[config.mk]
export PLATFORM = sky130hd
export DESIGN_NAME = lvrw_ctrl
export DESIGN_NICKNAME = d
export VERILOG_FILES = /design/src/hdl/lvrw_pkg.sv /design/src/hdl/lvrw_if.sv /design/src/hdl/lvrw_gate.sv /design/src/hdl/lvrw_ctrl.sv
export SDC_FILE = /design/constraint.sdc
export NUM_CORES = 1
export LEC_CHECK = 0
export ABC_AREA = 1
export BUFFER_PORTS_ARGS = -buffer_cell sky130_fd_sc_hd__buf_2
export CORE_MARGIN = 2
export CORE_UTILIZATION = 47
export CTS_CLUSTER_SIZE = 40
export DETAILED_ROUTE_END_ITERATION = 12
export PLACE_DENSITY = 0.83
export RECOVER_POWER = 100
export SLEW_MARGIN = 30
export SYNTH_ARGS = -nofsm -noshare
export SYNTH_HDL_FRONTEND = slang
export SYNTH_HIERARCHICAL = 1
export SYNTH_SLANG_ARGS = --single-unit
[constraint.sdc]
create_clock -name ref_clk -period 3.05 [get_ports ref_clk]
set_clock_uncertainty 0.15 [all_clocks]
set_input_delay 0 -clock ref_clk [delete_from_list [all_inputs] [get_ports ref_clk]]
set_output_delay 0 -clock ref_clk [all_outputs]
set_load 0.02 [all_outputs]
[src/hdl/lvrw_pkg.sv]
package lvrw_pkg;
  // ----------------------------------------
  // Reset vector and reset-cause indices
  // ----------------------------------------
  localparam logic [15:0] RESET_VEC_HI_ADDR = 16'hFFFE;
  localparam logic [15:0] RESET_VEC_LO_ADDR = 16'hFFFF;
  localparam int CAUSE_WATCHDOG = 0;
  localparam int CAUSE_LOWVOLT = 1;
  localparam int CAUSE_PIN = 2;
  localparam int CAUSE_ILL_OPCODE = 3;
  localparam int CAUSE_ILL_ADDR = 4;
  localparam int NUM_CAUSES = 5;

  // ----------------------------------------
  // Reset source status layout (8 bits)
  // ----------------------------------------
  localparam int STAT_POR_BIT = 7;
  localparam int STAT_PIN_BIT = 6;
  localparam int STAT_WDOG_BIT = 5;
  localparam int STAT_ILLOP_BIT = 4;
  localparam int STAT_ILLADDR_BIT = 3;
  localparam int STAT_LOWVOLT_BIT = 1;
  localparam logic [7:0] STAT_RESET_VAL = 8'h82;

  // ----------------------------------------
  // Sequencer states
  // ----------------------------------------
  typedef enum logic [2:0] {
    LVRW_POR_HOLD = 3'h1,
    LVRW_LV_HOLD = 3'h2,
    LVRW_RUN = 3'h4
  } lvrw_state_e;
endpackage : lvrw_pkg

[src/hdl/lvrw_if.sv]
// ----------------------------------------
// Detection gating results between modules
// ----------------------------------------
interface lvrw_if;
  logic detect_on;
  logic low_now;
  logic warn_now;
  logic deep_stop_block;
  modport gate (output detect_on, output low_now, output warn_now,
                output deep_stop_block);
  modport core (input detect_on, input low_now, input warn_now,
                input deep_stop_block);
endinterface : lvrw_if

[src/hdl/lvrw_gate.sv]
module lvrw_gate (
  input wire logic lowvolt_detect_en, // Detection enable
  input wire logic lowvolt_stop_en, // Keep detection in stop
  input wire logic in_stop, // Any stop mode active
  input wire logic lowvolt_threshold_sel, // Trip point select
  input wire logic cmp_below_low, // Below low threshold
  input wire logic cmp_below_high, // Below high threshold
  input wire logic cmp_warn, // Below warning level
  lvrw_if.gate g // Gated results
);
  import lvrw_pkg::*;

  // Detector powered only when enabled and not stopped without stop_en
  assign g.detect_on = lowvolt_detect_en &
                       (~in_stop | lowvolt_stop_en);
  // Threshold chosen by select bit
  assign g.low_now = g.detect_on & (lowvolt_threshold_sel ?
                     cmp_below_high : cmp_below_low);
  assign g.warn_now = g.detect_on & cmp_warn;
  // Detection must survive stop, so deep stop is refused
  assign g.deep_stop_block = lowvolt_detect_en & lowvolt_stop_en;
endmodule : lvrw_gate

[src/hdl/lvrw_ctrl.sv]
module lvrw_ctrl (
  input wire logic ref_clk, // Bus clock
  input wire logic rst, // Async power-on reset
  input wire logic por_detect, // Power-on detector active
  input wire logic cmp_below_low, // Supply below low threshold
  input wire logic cmp_below_high, // Supply below high threshold
  input wire logic cmp_warn, // Supply below warning level
  input wire logic lowvolt_detect_en, // Detection enable
  input wire logic lowvolt_stop_en, // Detection kept in stop
  input wire logic lowvolt_reset_en, // Reset on low voltage
  input wire logic lowvolt_threshold_sel, // Trip point select
  input wire logic lowvolt_warn_irq_en, // Warning interrupt enable
  input wire logic warn_flag_clr, // Software clear of warning flag
  input wire logic stop_req, // Core executes stop
  input wire logic deep_stop_req, // Stop is a deep stop request
  input wire logic stop_exit, // Wakeup leaves stop
  input wire logic wdog_rst, // Watchdog timeout
  input wire logic pin_rst, // External reset pin
  input wire logic ill_opcode_rst, // Illegal opcode
  input wire logic ill_addr_rst, // Illegal address
  output logic sys_reset, // System reset to core
  output logic [7:0] reset_source_status, // Reset cause flags
  output logic lowvolt_warn_flag, // Warning flag
  output logic lowvolt_warn_irq, // Warning interrupt request
  output logic deep_stop_mode, // In deep stop
  output logic shallow_stop_mode, // In shallow stop
  output logic [15:0] reset_vector_addr // Vector fetch address
);
  import lvrw_pkg::*;

  lvrw_if gi ();
  lvrw_state_e state;
  lvrw_state_e next_state;
  logic in_stop;
  logic [NUM_CAUSES-1:0] causes;
  logic other_rst;
  logic lv_trip;

  assign in_stop = deep_stop_mode | shallow_stop_mode;
  assign causes = {ill_addr_rst, ill_opcode_rst, pin_rst, 1'b0, wdog_rst};
  assign other_rst = |causes;
  assign lv_trip = lowvolt_reset_en & gi.low_now;

  lvrw_gate u_gate (
    .lowvolt_detect_en(lowvolt_detect_en),
    .lowvolt_stop_en(lowvolt_stop_en),
    .in_stop(in_stop),
    .lowvolt_threshold_sel(lowvolt_threshold_sel),
    .cmp_below_low(cmp_below_low),
    .cmp_below_high(cmp_below_high),
    .cmp_warn(cmp_warn),
    .g(gi)
  );

  // ----------------------------------------
  // Reset sequencer
  // ----------------------------------------
  // Power-on hold uses the low comparator directly: enables are at reset
  always_comb begin
    next_state = state;
    if (por_detect) begin
      next_state = LVRW_POR_HOLD;
    end else begin
      case (state)
        LVRW_POR_HOLD: begin
          if (!cmp_below_low) next_state = LVRW_RUN;
        end
        LVRW_LV_HOLD: begin
          if (!gi.low_now) next_state = LVRW_RUN;
        end
        LVRW_RUN: begin
          if (lv_trip) next_state = LVRW_LV_HOLD;
        end
        default: next_state = LVRW_POR_HOLD;
      endcase
    end
  end

  always_ff @(posedge ref_clk or posedge rst) begin
    if (rst) begin
      state <= LVRW_POR_HOLD;
    end else begin
      state <= next_state;
    end
  end

  // System reset while holding or for as long as another cause is asserted
  always_ff @(posedge ref_clk or posedge rst) begin
    if (rst) begin
      sys_reset <= 1'b1;
    end else begin
      sys_reset <= (next_state != LVRW_RUN) | other_rst;
    end
  end

  // Every cause enters through the single highest-priority vector
  always_ff @(posedge ref_clk or posedge rst) begin
    if (rst) begin
      reset_vector_addr <= RESET_VEC_HI_ADDR;
    end else begin
      reset_vector_addr <= RESET_VEC_HI_ADDR;
    end
  end

  // ----------------------------------------
  // Reset source status
  // ----------------------------------------
  // Latest reset cause replaces the old record; low-voltage keeps POR bit
  always_ff @(posedge ref_clk or posedge rst) begin
    if (rst) begin
      reset_source_status <= STAT_RESET_VAL;
    end else if (por_detect) begin
      reset_source_status <= STAT_RESET_VAL;
    end else if (state == LVRW_RUN && lv_trip) begin
      reset_source_status[STAT_LOWVOLT_BIT] <= 1'b1;
      reset_source_status[STAT_PIN_BIT] <= 1'b0;
      reset_source_status[STAT_WDOG_BIT] <= 1'b0;
      reset_source_status[STAT_ILLOP_BIT] <= 1'b0;
      reset_source_status[STAT_ILLADDR_BIT] <= 1'b0;
    end else if (state == LVRW_RUN && other_rst) begin
      reset_source_status <= '0;
      reset_source_status[STAT_WDOG_BIT] <= causes[CAUSE_WATCHDOG];
      reset_source_status[STAT_PIN_BIT] <= causes[CAUSE_PIN];
      reset_source_status[STAT_ILLOP_BIT] <= causes[CAUSE_ILL_OPCODE];
      reset_source_status[STAT_ILLADDR_BIT] <= causes[CAUSE_ILL_ADDR];
    end
  end

  // ----------------------------------------
  // Warning flag and interrupt
  // ----------------------------------------
  // Set wins over a clear arriving in the same cycle
  always_ff @(posedge ref_clk or posedge rst) begin
    if (rst) begin
      lowvolt_warn_flag <= 1'b0;
    end else if (sys_reset) begin
      lowvolt_warn_flag <= 1'b0;
    end else if (gi.warn_now && lowvolt_warn_irq_en) begin
      lowvolt_warn_flag <= 1'b1;
    end else if (warn_flag_clr) begin
      lowvolt_warn_flag <= 1'b0;
    end
  end

  // Request mirrors flag and enable, one cycle behind the flag
  always_ff @(posedge ref_clk or posedge rst) begin
    if (rst) begin
      lowvolt_warn_irq <= 1'b0;
    end else begin
      lowvolt_warn_irq <= lowvolt_warn_flag & lowvolt_warn_irq_en;
    end
  end

  // ----------------------------------------
  // Stop mode control
  // ----------------------------------------
  // Deep request falls back to shallow while detection must stay alive
  always_ff @(posedge ref_clk or posedge rst) begin
    if (rst) begin
      deep_stop_mode <= 1'b0;
      shallow_stop_mode <= 1'b0;
    end else if (sys_reset || stop_exit) begin
      deep_stop_mode <= 1'b0;
      shallow_stop_mode <= 1'b0;
    end else if (stop_req && !in_stop) begin
      deep_stop_mode <= deep_stop_req & ~gi.deep_stop_block;
      shallow_stop_mode <= ~deep_stop_req | gi.deep_stop_block;
    end
  end

  // ----------------------------------------
  // Assertions
  // ----------------------------------------
  // Judged at entry only: enables may change while already stopped
  property p_deep_refused;
    @(posedge ref_clk) disable iff (rst)
    (stop_req && deep_stop_req && !in_stop && !sys_reset && !stop_exit &&
     lowvolt_detect_en && lowvolt_stop_en) |=>
      !deep_stop_mode && shallow_stop_mode;
  endproperty
  a_deep_refused: assert property (p_deep_refused)
    else $error("deep stop entered with detection kept in stop");

  property p_deep_enter;
    @(posedge ref_clk) disable iff (rst)
    (stop_req && deep_stop_req && !in_stop && !sys_reset && !stop_exit &&
     !(lowvolt_detect_en && lowvolt_stop_en)) |=>
      deep_stop_mode && !shallow_stop_mode;
  endproperty
  a_deep_enter: assert property (p_deep_enter)
    else $error("deep stop refused without need");

  property p_por_reset;
    @(posedge ref_clk) disable iff (rst)
    por_detect |=> sys_reset;
  endproperty
  a_por_reset: assert property (p_por_reset)
    else $error("power-on event did not reset");

  property p_por_hold;
    @(posedge ref_clk) disable iff (rst)
    (state == LVRW_POR_HOLD && cmp_below_low) |=> sys_reset;
  endproperty
  a_por_hold: assert property (p_por_hold)
    else $error("reset released below low threshold");

  property p_por_flags;
    @(posedge ref_clk) disable iff (rst)
    por_detect |=> reset_source_status[STAT_POR_BIT] &&
                   reset_source_status[STAT_LOWVOLT_BIT];
  endproperty
  a_por_flags: assert property (p_por_flags)
    else $error("power-on flags not set");

  property p_lv_reset;
    @(posedge ref_clk) disable iff (rst)
    (state == LVRW_RUN && lv_trip && !por_detect) |=>
      sys_reset && reset_source_status[STAT_LOWVOLT_BIT] ##1
      (state == LVRW_LV_HOLD || state == LVRW_POR_HOLD || !sys_reset);
  endproperty
  a_lv_reset: assert property (p_lv_reset)
    else $error("low-voltage reset missing");

  property p_lv_release;
    @(posedge ref_clk) disable iff (rst)
    (state == LVRW_LV_HOLD && !gi.low_now && !por_detect && !other_rst)
      |=> !sys_reset;
  endproperty
  a_lv_release: assert property (p_lv_release)
    else $error("reset not released above threshold");

  // Checked at the reset output, not at the gate term it is built from
  property p_detect_off;
    @(posedge ref_clk) disable iff (rst)
    (state == LVRW_RUN && !por_detect && !other_rst &&
     (!lowvolt_detect_en || (in_stop && !lowvolt_stop_en))) |=> !sys_reset;
  endproperty
  a_detect_off: assert property (p_detect_off)
    else $error("detection active while disabled");

  property p_warn_set;
    @(posedge ref_clk) disable iff (rst)
    (gi.warn_now && lowvolt_warn_irq_en && !sys_reset) |=>
      lowvolt_warn_flag ##1 lowvolt_warn_irq || !lowvolt_warn_irq_en;
  endproperty
  a_warn_set: assert property (p_warn_set)
    else $error("warning flag or request missing");

  property p_irq_hold;
    @(posedge ref_clk) disable iff (rst)
    (lowvolt_warn_flag && lowvolt_warn_irq_en) |=> lowvolt_warn_irq;
  endproperty
  a_irq_hold: assert property (p_irq_hold)
    else $error("warning request dropped while flag set");

  property p_irq_drop;
    @(posedge ref_clk) disable iff (rst)
    !lowvolt_warn_flag |=> !lowvolt_warn_irq;
  endproperty
  a_irq_drop: assert property (p_irq_drop)
    else $error("warning request without flag");

  // A clear only loses when a new warning sets the flag again
  property p_flag_clear;
    @(posedge ref_clk) disable iff (rst)
    (warn_flag_clr && !(gi.warn_now && lowvolt_warn_irq_en)) |=>
      !lowvolt_warn_flag;
  endproperty
  a_flag_clear: assert property (p_flag_clear)
    else $error("warning flag survived its clear");

  property p_other_cause;
    @(posedge ref_clk) disable iff (rst)
    (state == LVRW_RUN && other_rst && !lv_trip && !por_detect) |=>
      sys_reset && !reset_source_status[STAT_POR_BIT] &&
      !reset_source_status[STAT_LOWVOLT_BIT];
  endproperty
  a_other_cause: assert property (p_other_cause)
    else $error("other reset cause not recorded");

  property p_vector;
    @(posedge ref_clk) disable iff (rst)
    $rose(sys_reset) |=> reset_vector_addr == RESET_VEC_HI_ADDR;
  endproperty
  a_vector: assert property (p_vector)
    else $error("reset vector address wrong");

  c_lv_reset: cover property (@(posedge ref_clk) disable iff (rst)
    state == LVRW_RUN ##1 state == LVRW_LV_HOLD ##[1:20] state == LVRW_RUN);
  c_warn_irq: cover property (@(posedge ref_clk) disable iff (rst)
    $rose(lowvolt_warn_irq));
  c_shallow: cover property (@(posedge ref_clk) disable iff (rst)
    shallow_stop_mode && deep_stop_req);
  c_other_cause: cover property (@(posedge ref_clk) disable iff (rst)
    state == LVRW_RUN && other_rst);
endmodule : lvrw_ctrl

## Word-level counts from Yosys, hierarchy flattened

Cells that the tools add are included.

| storage, ports and cells | value |
|---|---|
| register bits | 16 |
| logic and storage cells | 59 |
| bits of input ports | 19 |

| operators by class | value |
|---|---|
| equality and inequality tests | 5 |
| bitwise operators | 14 |
| reductions and logical operators | 12 |
| mux-type cells | 20 |

Operators by type and width:

| cell | number |
|---|---|
| two-way mux 8 bit | 2 |
| two-way mux 1 bit | 12 |
| two-way mux 3 bit | 4 |
| case mux 3 bit (3 select lines) | 1 |
| AND 1 bit | 7 |
| nonzero test 3 bit | 2 |
| logical AND 1 bit | 4 |
| two-way mux 4 bit | 1 |
| bitwise OR 1 bit | 4 |
| nonzero test 2 bit | 2 |
| OR reduction 4 bit | 1 |
| equality test 3 x 1 -> 1 bit (second input constant) | 1 |
| equality test 3 x 2 -> 1 bit (second input constant) | 1 |
| equality test 3 bit (second input constant) | 1 |
| inequality test 3 bit (second input constant) | 1 |
| inverter 1 bit | 3 |
| inequality test 2 bit (second input constant) | 1 |
| AND reduction 2 bit | 1 |
| zero test 1 bit | 1 |
| logical OR 1 bit | 1 |

## Logic depth before layout (Yosys ltp)

Gate-level depths: netlist of run 1.

| depth | value |
|---|---|
| depth after elaboration | 11 |
| depth in mapped cells | 14 |
| mapped depth without buffers | 14 |

## Cells and area by module

The synthesis of run 1 kept the hierarchy.

By module, submodules not included:

| module | area each (um2) | instances | cells each | sequential area each (um2) |
|---|---|---|---|---|
| lvrw_ctrl | 847.1 | 1 | 109 | 355.3 |
| lvrw_gate | 51.3 | 1 | 12 | 0.0 |

## Least setup slack after synthesis of run 1

No wires, ideal clock.

| path | value |
|---|---|
| kind | reg-to-reg |
| from | register deep_stop_mode |
| to | register reset_source_status[3] |
| arrival time | 1.247 ns |
| data required time | 2.782 ns |
| stages on the path, launching flop included | 15 |
| buffers on the path | 0 |
| path slack | 1.534 ns |
| cells stage by stage | dfrtp_1 inv_1 nand2_1 inv_1 nand2_1 nand2_2 nand2_1 inv_1 nand2_1 inv_1 nand3_2 nand2_1 inv_2 nand2_1 nor2_2 |

| on the way | value |
|---|---|
| cells in the longest elaborated chain, start to end | 9 |

RTL lines:

| element | line | text |
|---|---|---|
| start, declared | lvrw_ctrl.sv:25 | `output logic deep_stop_mode,` |
| start signal, assigned | lvrw_ctrl.sv:166 | `deep_stop_mode <= deep_stop_req & ~gi.deep_stop_block;` |
| bitwise OR 1 bit (*) | lvrw_ctrl.sv:39 | `assign in_stop = deep_stop_mode \| shallow_stop_mode;` |
| named net in_stop | lvrw_ctrl.sv:34 | `logic in_stop;` |
| inverter 1 bit (*) | lvrw_gate.sv:15 | `(~in_stop \| lowvolt_stop_en);` |
| bitwise OR 1 bit (*) | lvrw_gate.sv:15 |  |
| AND 1 bit (*) | lvrw_gate.sv:14 | `assign g.detect_on = lowvolt_detect_en &` |
| named net gi.detect_on | lvrw_if.sv:5 | `logic detect_on;` |
| AND 1 bit (*) | lvrw_gate.sv:17 | `assign g.low_now = g.detect_on & (lowvolt_threshold_sel ?` |
| named net gi.low_now | lvrw_if.sv:6 | `logic low_now;` |
| AND 1 bit (*) | lvrw_ctrl.sv:42 | `assign lv_trip = lowvolt_reset_en & gi.low_now;` |
| logical AND 1 bit (*) | lvrw_ctrl.sv:114 | `end else if (state == LVRW_RUN && lv_trip) begin` |
| two-way mux 4 bit | lvrw_ctrl.sv:114 |  |
| two-way mux 8 bit | lvrw_ctrl.sv:112 | `end else if (por_detect) begin` |
| end signal, assigned by index | lvrw_ctrl.sv:122 | `reset_source_status[STAT_WDOG_BIT] <= causes[CAUSE_WATCHDOG];` |
| end signal, assigned by index | lvrw_ctrl.sv:123 | `reset_source_status[STAT_PIN_BIT] <= causes[CAUSE_PIN];` |
| end signal, assigned by index | lvrw_ctrl.sv:124 | `reset_source_status[STAT_ILLOP_BIT] <= causes[CAUSE_ILL_OPCODE];` |
| end, declared | lvrw_ctrl.sv:22 | `output logic [7:0] reset_source_status,` |

The timed path passes the listed nets; every way through them passes the cells marked *.
A chain may end at the register's enable or synchronous reset.

## Final worst setup path of run 1

| path | value |
|---|---|
| from | register deep_stop_mode |
| to | register state[1] |

| on the way | value |
|---|---|
| cells in the longest elaborated chain, start to end | 9 |

RTL lines:

| element | line | text |
|---|---|---|
| bitwise OR 1 bit (*) | lvrw_ctrl.sv:39 |  |
| named net in_stop | lvrw_ctrl.sv:34 |  |
| inverter 1 bit (*) | lvrw_gate.sv:15 |  |
| bitwise OR 1 bit (*) | lvrw_gate.sv:15 |  |
| AND 1 bit (*) | lvrw_gate.sv:14 |  |
| named net gi.detect_on | lvrw_if.sv:5 |  |
| AND 1 bit (*) | lvrw_gate.sv:17 |  |
| named net gi.low_now | lvrw_if.sv:6 |  |
| AND 1 bit | lvrw_ctrl.sv:42 |  |
| two-way mux 3 bit | lvrw_ctrl.sv:72 | `if (lv_trip) next_state = LVRW_LV_HOLD;` |
| case mux 3 bit (3 select lines) (*) | lvrw_ctrl.sv:64 | `case (state)` |
| two-way mux 3 bit (*) | lvrw_ctrl.sv:61 | `if (por_detect) begin` |
| named net next_state[1] | lvrw_ctrl.sv:33 | `lvrw_state_e next_state;` |
| end signal, assigned | lvrw_ctrl.sv:83 | `state <= next_state;` |
| end, declared | lvrw_ctrl.sv:32 | `lvrw_state_e state;` |

Marked as above.

==> flow_metrics.tcl, run 1 <==
set metrics [dict create \
    htreeDepth 1 \
    worst_slew_pin_slew_ns 0.513 \
    start_util_pct 50.9 \
    synth_seq_area_share_pct 39.6 \
    grt_usage_pct 18.5 \
    p_leak_nw 0.664 \
    synth.most_common_cell "nand2_1" \
    finalSetupViolCount 0 \
    crit_fanout 3 \
    remaining_drc_errors 0 \
    fin_nets 188 \
    crit_arrival_ns 2.09 \
    grt_pass1_vias 744 \
    relSlewSlack_pct 65.7 \
    cts_setup_buffers 0 \
    r2r-start "deep_stop_mode$_DFFE_PP0P_" \
    yosys_most_used_dff "dfrtp_1" \
    route.vias.total 842 \
    total_power_mw 0.463 \
    cts.sinks 14 \
    io_pins 48 \
    status "finished, final reports clean" \
    port_buffers 29 \
    fin_hold_ws_ns 0.138 \
    maxCapViolCount 0 \
    dr.pass1.iters 4 \
    start_kind "flip-flop" \
    syn_area_per_cell_um2 7.42 \
    hp-class "input port to async pin" \
    syn_inst 121 \
    rsz0062_at_grt "no" \
    async_reset_ff_share_pct 100 \
    wl_per_cell_um 9.81 \
    path_clk_slew_ns 0.08 \
    cts_buffers 3 \
    gp_congestion 0.888 \
    grt_pass1_wl_um 2860 \
    num_rows 15 \
    grt_max_degree 15 \
    synth_area_leaders "dfrtp_1 (28%), buf_4 (15%), dfstp_2 (12%)" \
    ys_ff_latch 14 \
    r2r_cells 12 \
    die_y_um 47.7 \
    met2_usage_pct 33.9 \
    hold_viol 0 \
    antenna_found_initial 0 \
    ant_nets 0 \
    synthesis.area_um2 898 \
    fillers 163 \
    synth_warnings 6 \
    max_freq_mhz 495 \
    clock_latency_ns 0.28 \
    synthTopCellsByCount "nand2_1 (28), inv_1 (19), buf_4 (18)" \
    overflow 0 \
    areaGrowthSynthToFinish_pct 30.4 \
    r2r_end "state[1]$_DFF_PP0_" \
    core-area_um2 1760 \
    netlist.area_leader.share_pct 27.9 \
    cp-end-kind "flip-flop" \
    yosysTopAreaCell "dfrtp_1" \
    wl_um 1890 \
    antenna_cells 0 \
    hpwl_um 1350 \
    dp_cells 173 \
    drive_above_1_share_pct 20.2 \
    via_per_inst 4.36 \
    clockBufferDepth 2 \
    critPathRequiredTime_ns 3.12 \
    irDropWorstVdd_v 0.000239 \
    synth_edf_count 0 \
    dieArea_um2 2280 \
    dieWidth_um 47.7 \
    synth.distinct_cells 21 \
    grt_busiest_layer "met2" \
    cts-root-buf "clkbuf_4" \
    r2r_slack_ns 1.03 \
    postCtsResizedCells 0 \
    fin_setup_tns_ns 0 \
    gr-usage-met1_pct 18.8 \
    drt_iter0_markers 12 \
    crit_type "flip-flop to flip-flop" \
    grt_use_met3_pct 4.53 \
    cellPowerDensity_nw_per_um2 395 \
    final_cells 193 \
    post-route-period-util_pct 66.3 \
    slew_violations 0 \
    final_util_pct 66.4 \
    fin_crit_ns 2.02 \
    cts_tree "built" \
]
==> critical path: stages (launching register included) <==
cell and delay, ns:
dfrtp_1 0.40, inv_1 0.08, nand2_1 0.05, inv_1 0.04, nand2_1 0.06, nand2_2 0.05
nand2_1 0.04, inv_1 0.08, nand2_1 0.08, inv_1 0.06, nand3_1 0.11, a21oi_1 0.19
dlygate4sd3_1 0.57
==> placed cells by master, fill, tap and decap left out, drive strengths merged <==
cell / instances
or2: 1
a21boi: 1
dlygate4sd3: 16
nand3: 10
a21oi: 4
inv: 21
nand2: 29
o211ai: 1
nor2: 16
clkbuf: 15
conb: 18
dfrtp: 10
nand3b: 1
nand4: 2
buf: 18
dfstp: 4
o21ai: 1
==> report_power, final <==
| part | switching (mW) | internal [mW] | total, mW |
|---|---|---|---|
| logic | 0.0742 | 0.0426 | 0.117 |
| clock network | 0.0607 | 0.0727 | 0.133 |
| registers | 0.0126 | 0.200 | 0.213 |
==> cell type report <==
cell class / count / area, µm² / area share, %
inverters: 21 / 78.8 / 6.73
clock buffers: 4 / 36.3 / 3.10
well taps: 25 / 31.3 / 2.67
flip-flops and latches: 14 / 355 / 30.3
repair buffers: 45 / 292 / 24.9
multi-input cells: 84 / 378 / 32.3
==> timing repair <==
| action | CTS | global route |
|---|---|---|
| endpoints found under the hold margin | 28 | 0 |
| hold buffers | 16 | 0 |
| endpoints found under the setup margin | 0 | 0 |
==> state kept, by name (all words and copies together), names as in the netlist <==
| name | cells |
|---|---|
| lowvolt_warn_irq | 1 |
| state | 3 |
| reset_source_status | 6 |
| sys_reset | 1 |
| lowvolt_warn_flag | 1 |
| deep_stop_mode | 1 |
| shallow_stop_mode | 1 |
==> how the worst max path moves through the flow <==
| stage | startpoint | endpoint | slack, ns | cells past startpoint |
|---|---|---|---|---|
| final | deep_stop_mode$_DFFE_PP0P_ | state[1]$_DFF_PP0_ | 1.03 | 12 |
| after global routing | deep_stop_mode$_DFFE_PP0P_ | state[1]$_DFF_PP0_ | 0.87 | 12 |
| after CTS | deep_stop_mode$_DFFE_PP0P_ | state[1]$_DFF_PP0_ | 1.08 | 12 |
| after detailed placement | deep_stop_mode$_DFFE_PP0P_ | reset_source_status[3]$_DFFE_PP0P_ | 1.49 | 14 |
| after global placement | shallow_stop_mode$_DFFE_PP0P_ | reset_source_status[4]$_DFFE_PP0P_ | 1.55 | 14 |
| after floorplan | deep_stop_mode$_DFFE_PP0P_ | reset_source_status[3]$_DFFE_PP0P_ | 1.53 | 14 |
==> through the flow <==
stage	cell area [µm²]	setup WS [ns]
after floorplan	958	1.53
after global placement	1000	1.55
after detailed placement	1000	1.49
after CTS	1200	1.08
after global routing	1170	0.873
final	1170	1.03
==> per-layer routing <==
metal	vias to the layer above	part of all wire, %
met1	380	38
met3	4	6.4
met4	0	1.3
met2	35	54
met5	-	0
li1	423	-
==> cell families (layout without fill, tap and decap cells) <==
logic type	after synthesis	after routing	share of synthesized area [%]
AND/OR/NAND/NOR	59	59	30.9
buffers and inverters	39	70	23.8
flip-flops	14	14	39.6
other	2	18	0.836
AO/OA/AOI/OAI	7	7	4.87
No activity file was read; power rests on OpenSTA's default activity.
==> inputs of run 2 (changes only) <==
Settings changed: ABC_AREA 1 to 0, CORE_UTILIZATION 47 to 38, PLACE_DENSITY 0.83 to 0.73.
Clock period 3.05 ns to 1.7 ns, I/O delays scaled along.
==> run 2 against run 1 <==
Effect of this change: the flow now finishes with violations (setup timing); count of clock-buffer cells in the layout did not move; power rose by 51%; via count fell by 9.0%; cell area rose by 3.1%; first-iteration DRC count fell by 25%; sequential power rose by 64%; utilization fell by 10 points; non-clock buffer count rose by 5; global-route usage fell by 3.5 points; critical path type unchanged; critical endpoint is now sys_reset$_DFF_PP1_; largest power group unchanged.
==> flow_metrics.tcl, run 2 <==
set metrics [dict create \
    via_per_inst 4.56 \
    dpl_worst_slack_ns 0.0137 \
    hpwl_um 1240 \
    crit_fanout 3 \
    clock_latency_ns 0.28 \
    port_buffers 29 \
    min_to "lowvolt_warn_flag$_DFFE_PP0P_" \
    grt_pass1_wl_um 2890 \
    grt_usage_pct 15.0 \
    hp-class "input port to flip-flop" \
    drive_above_1_share_pct 32.1 \
    antenna_cells 0 \
    dp_cells 145 \
    critPathRequiredTime_ns 1.76 \
    clockBufferDepth 2 \
    worst_slew_pin_slew_ns 0.512 \
    num_rows 17 \
    htreeDepth 1 \
    io_pins 48 \
    relSlewSlack_pct 65.8 \
    start_kind "flip-flop" \
    path_depth 7 \
    hp-start "lowvolt_stop_en" \
    finalSetupViolCount 1 \
    synthesis.area_um2 838 \
    dieWidth_um 51.0 \
    crit_arrival_ns 1.78 \
    fin_crit_ns 1.73 \
    ant_nets 0 \
    top_regs "reset_source_status x6, state x3" \
    cp-end-kind "flip-flop" \
    slowest_delay_ns 0.42 \
    r2r_cells 7 \
    r2r-start "shallow_stop_mode$_DFFE_PP0P_" \
    r2r_end "sys_reset$_DFF_PP1_" \
    areaGrowthSynthToFinish_pct 44.0 \
    multiInputGateArea_um2 438 \
    dieArea_um2 2600 \
    cts_tree "built" \
    holdPathStages 5 \
    status "finished, violations left" \
    fin_nets 160 \
    cts.sinks 14 \
    largest_reg_flops 6 \
    irDropWorstVdd_v 0.000407 \
    rsz0062_at_grt "yes" \
    max_freq_mhz 579 \
    drt_iter0_markers 9 \
    wl_um 1860 \
    post-route-period-util_pct 102 \
    path_delay_family "simple AND/OR/NAND/NOR gates" \
    slew_violations 0 \
    gp_congestion 0.792 \
    cellPowerDensity_nw_per_um2 578 \
    overflow 0 \
    hold_viol 0 \
    fillers 207 \
    path_cells "nor2_4, inv_1, nor2b_4, nor3_4, nand2_2, or4bb_1, a211o_1" \
    fin_setup_tns_ns -0.0261 \
    dr.pass1.iters 2 \
    max_flop_register "reset_source_status" \
    syn_inst 88 \
    route.vias.total 766 \
    cts-root-buf "clkbuf_4" \
    maxCapViolCount 0 \
    wl_per_cell_um 11.0 \
    fin_ws_ns -0.0261 \
    remaining_drc_errors 0 \
    slowest_stage "or4bb_1" \
    antenna_found_initial 0 \
    synth_warnings 6 \
    fin_hold_ws_ns 0.0399 \
    die_y_um 51.0 \
    core-area_um2 2150 \
    violations "setup timing" \
    start_util_pct 39.0 \
    layout_common_cells "conb_1 (18), buf_2 (18), dlygate4sd3_1 (15)" \
    grt_max_degree 15 \
    cts_buffers 3 \
    path_clk_slew_ns 0.08 \
    r2r_slack_ns -0.03 \
    path_buf_inv 1 \
    crit_type "flip-flop to flip-flop" \
    p_leak_nw 0.563 \
    final_cells 168 \
    regArea_um2 358 \
    syn_area_per_cell_um2 9.53 \
    grt_pass1_vias 702 \
    total_power_mw 0.698 \
]
run 2: area by class of cell:
type / instances / share of cell area (%)
Multi-Input combinational cell: 68 / 36.3
Tap cell: 28 / 2.90
Clock buffer: 4 / 2.18
Inverter: 4 / 1.24
Timing Repair Buffer: 50 / 27.8
Sequential cell: 14 / 29.6
run 2: layer usage:
| layer | part of all wire (%) | vias to the layer above | track usage (%) |
|---|---|---|---|
| li1 | - | 369 | - |
| met1 | 39 | 358 | 17.3 |
| met2 | 53 | 37 | 26.2 |
| met3 | 8.0 | 2 | 5.85 |
| met4 | 0.43 | 0 | 3.15 |
| met5 | 0 | - | 0 |
run 2: power by group:
part	leakage, nW	internal (mW)	switching [mW]
logic	0.370	0.0665	0.0883
clock network	0.0150	0.0910	0.103
registers	0.178	0.342	0.00704
run 2: how the worst max path moves through the flow:
stage / start / endpoint / slack [ns]
global placement: state[0]$_DFF_PP1_ / sys_reset$_DFF_PP1_ / 0.04
CTS: state[0]$_DFF_PP1_ / sys_reset$_DFF_PP1_ / 0.003
floorplan: shallow_stop_mode$_DFFE_PP0P_ / sys_reset$_DFF_PP1_ / -0.02
finish: shallow_stop_mode$_DFFE_PP0P_ / sys_reset$_DFF_PP1_ / -0.03
global route: shallow_stop_mode$_DFFE_PP0P_ / sys_reset$_DFF_PP1_ / -0.12
detailed placement: deep_stop_mode$_DFFE_PP0P_ / sys_reset$_DFF_PP1_ / 0.01
run 2: stage by stage:
stage / util (%) / area [µm²]
detailed placement: 44.8 / 963
global placement: 44.8 / 963
global route: 56.2 / 1210
finish: 56.2 / 1210
CTS: 54.6 / 1170
floorplan: - / 903
run 2: worst min-delay path, cell delays in order:
cell and delay [ns]:
buf_2 0.12, nor2b_4 0.15, nor3b_2 0.06, nand2_1 0.06, a21oi_1 0.05
run 2: what timing repair did:
action	4_1_cts	5_1_grt
resized for setup	1	10
hold buffers	16	0
endpoints found under the setup margin	5	9
pin swaps	0	1
setup buffers	2	1
endpoints found under the hold margin	28	0
==> inputs of run 3 (changes only) <==
Settings changed: CORE_UTILIZATION 38 to 43, PLACE_DENSITY 0.73 to 0.78.
Clock period 1.7 ns to 1.75 ns, I/O delays scaled along.
==> run 3 against run 2 <==
Effect of this change: the run ends with hold timing left; combinational power decreased by 7%; wire length decreased by 3.3%; flip-flop and latch count unchanged; critical path type is now input port to flip-flop; count of clock-buffer cells in the layout unchanged; cell area decreased by 4.6%; clock power increased by 18%; worst hold slack got worse by 0.066 ns; power increased by 1.7%; largest cell class unchanged; via count decreased by 3.9%.
==> flow_metrics.tcl, run 3 (synthesized netlist as in run 2, its figures left out) <==
set metrics [dict create \
    status "finished, violations left" \
    violations "hold timing" \
    pwr-share-clk_pct 32.1 \
    drt_iter0_markers 11 \
    wl_um 1790 \
    dieArea_um2 2320 \
    max_freq_mhz 579 \
    via_per_inst 4.57 \
    maxCapViolCount 0 \
    slew_violations 0 \
    max_flop_register "reset_source_status" \
    remaining_drc_errors 0 \
    drive_above_1_share_pct 27.2 \
    critPathRequiredTime_ns 1.76 \
    die_y_um 48.2 \
    hold_viol 1 \
    io_pins 48 \
    cts-root-buf "clkbuf_4" \
    path_common_cell "dlygate4sd3_1" \
    route.vias.total 736 \
    fin_ws_ns 0.0237 \
    cts_tree "built" \
    crit_fanout 2 \
    crit_arrival_ns 1.74 \
    overflow 0 \
    fin_hold_ws_ns -0.0256 \
    p_leak_nw 0.537 \
    start_util_pct 47.0 \
    comb_power_share_pct 20.2 \
    ant_nets 0 \
    p_sw_share_pct 26.9 \
    grt_max_degree 15 \
    grt_pass1_vias 661 \
    fin_setup_tns_ns 0 \
    grt_pass1_wl_um 2740 \
    clockBufferDepth 2 \
    path_buf_inv 3 \
    intPower_mw 0.520 \
    power_switching_mw 0.191 \
    path_delay_family "buffers and inverters" \
    htreeDepth 1 \
    dpl_worst_slack_ns 0.0373 \
    post-route-cell-area_um2 1150 \
    areaGrowthSynthToFinish_pct 37.5 \
    antenna_cells 0 \
    core-area_um2 1780 \
    total_power_mw 0.711 \
    slowest_stage "dlygate4sd3_1" \
    finalSetupViolCount 0 \
    worst_slew_pin_slew_ns 0.565 \
    top_regs "reset_source_status x6, state x3" \
    dp_cells 141 \
    cellPowerDensity_nw_per_um2 617 \
    final_cells 161 \
    place_area_um2 950 \
    fin_nets 156 \
    dieWidth_um 48.2 \
    largest_reg_flops 6 \
    clock_latency_ns 0.28 \
    slowest_delay_ns 0.55 \
    antenna_found_initial 0 \
    wl_per_cell_um 11.1 \
    irDropWorstVdd_v 0.000526 \
    fin_crit_ns 1.73 \
    start_kind "input port" \
    grt_usage_pct 18.4 \
    gp_congestion 0.856 \
    port_buffers 29 \
    layout_common_cells "conb_1 (18), buf_2 (18), dlygate4sd3_1 (15)" \
    relSlewSlack_pct 62.0 \
    path_cells "dlygate4sd3_1, clkbuf_1, and2_2, nand2b_4, a31oi_1, nor3_1, dlygate4sd3_1" \
    final_util_pct 64.6 \
    rsz0062_at_grt "yes" \
    cts_buffers 3 \
    seqPwrFrac_pct 47.7 \
    post-route-period-util_pct 98.6 \
    cts.sinks 14 \
    dr.pass1.iters 4 \
    cp-end-kind "flip-flop" \
    crit_type "input port to flip-flop" \
    path_clk_slew_ns 0.08 \
    hpwl_um 1200 \
    num_rows 15 \
    hp-class "input port to flip-flop" \
]
==> run 3: layout make-up <==
cell class              instances  area, µm²
clock buffers                   4       36.3
fillers                       138        631
inverters                       4       15.0
multi-input cells              68        415
flip-flops and latches         14        358
well taps                      25       31.3
repair buffers                 46        297
==> run 3: worst paths after layout <==
kind                       depth (start not counted)  slack [ns]                                 end                          startpoint
max                                                7        0.02       shallow_stop_mode$_DFFE_PP0P_                   lowvolt_detect_en
min                                                3       -0.03          deep_stop_mode$_DFFE_PP0P_                       deep_stop_req
max reg2reg                                        7        0.03                 sys_reset$_DFF_PP1_          deep_stop_mode$_DFFE_PP0P_
min reg2reg                                        2        0.34  reset_source_status[1]$_DFFE_PP1P_  reset_source_status[1]$_DFFE_PP1P_
max in group asynchronous                          3        0.94       shallow_stop_mode$_DFFE_PP0P_                                 rst
min in group asynchronous                          3        0.14  reset_source_status[5]$_DFFE_PP0P_                                 rst
==> run 3: what timing repair did <==
action                     in CTS  in global routing
gates resized for setup         0                  4
setup buffers                   0                  1
hold endpoints to repair       28                  0
hold buffers                   16                  0
setup endpoints to repair       0                  8
==> run 3: power groups by stage <==
| stage | Combinational, mW | Clock [mW] | Sequential, mW |
|---|---|---|---|
| after floorplan | 0.103 | 0 | 0.348 |
| after global placement | 0.112 | 0 | 0.345 |
| after detailed placement | 0.112 | 0 | 0.345 |
| after CTS | 0.138 | 0.235 | 0.339 |
| after global routing | 0.160 | 0.256 | 0.341 |
| final | 0.144 | 0.228 | 0.339 |
==> run 3: tightest hold or removal path, delay by kind of cell <==
kind / cells / cell delay [ns]
simple gates: 1 / 0.06
compound gates: 1 / 0.18
buf+inv: 1 / 0.12
==> run 3: routing by layer <==
layer	share of wire (%)	global-route usage, %	up-vias
li1	-	-	363
met1	40	21.0	331
met2	49	28.7	36
met3	6.5	7.78	6
met4	3.7	10.8	0
met5	0	0	-
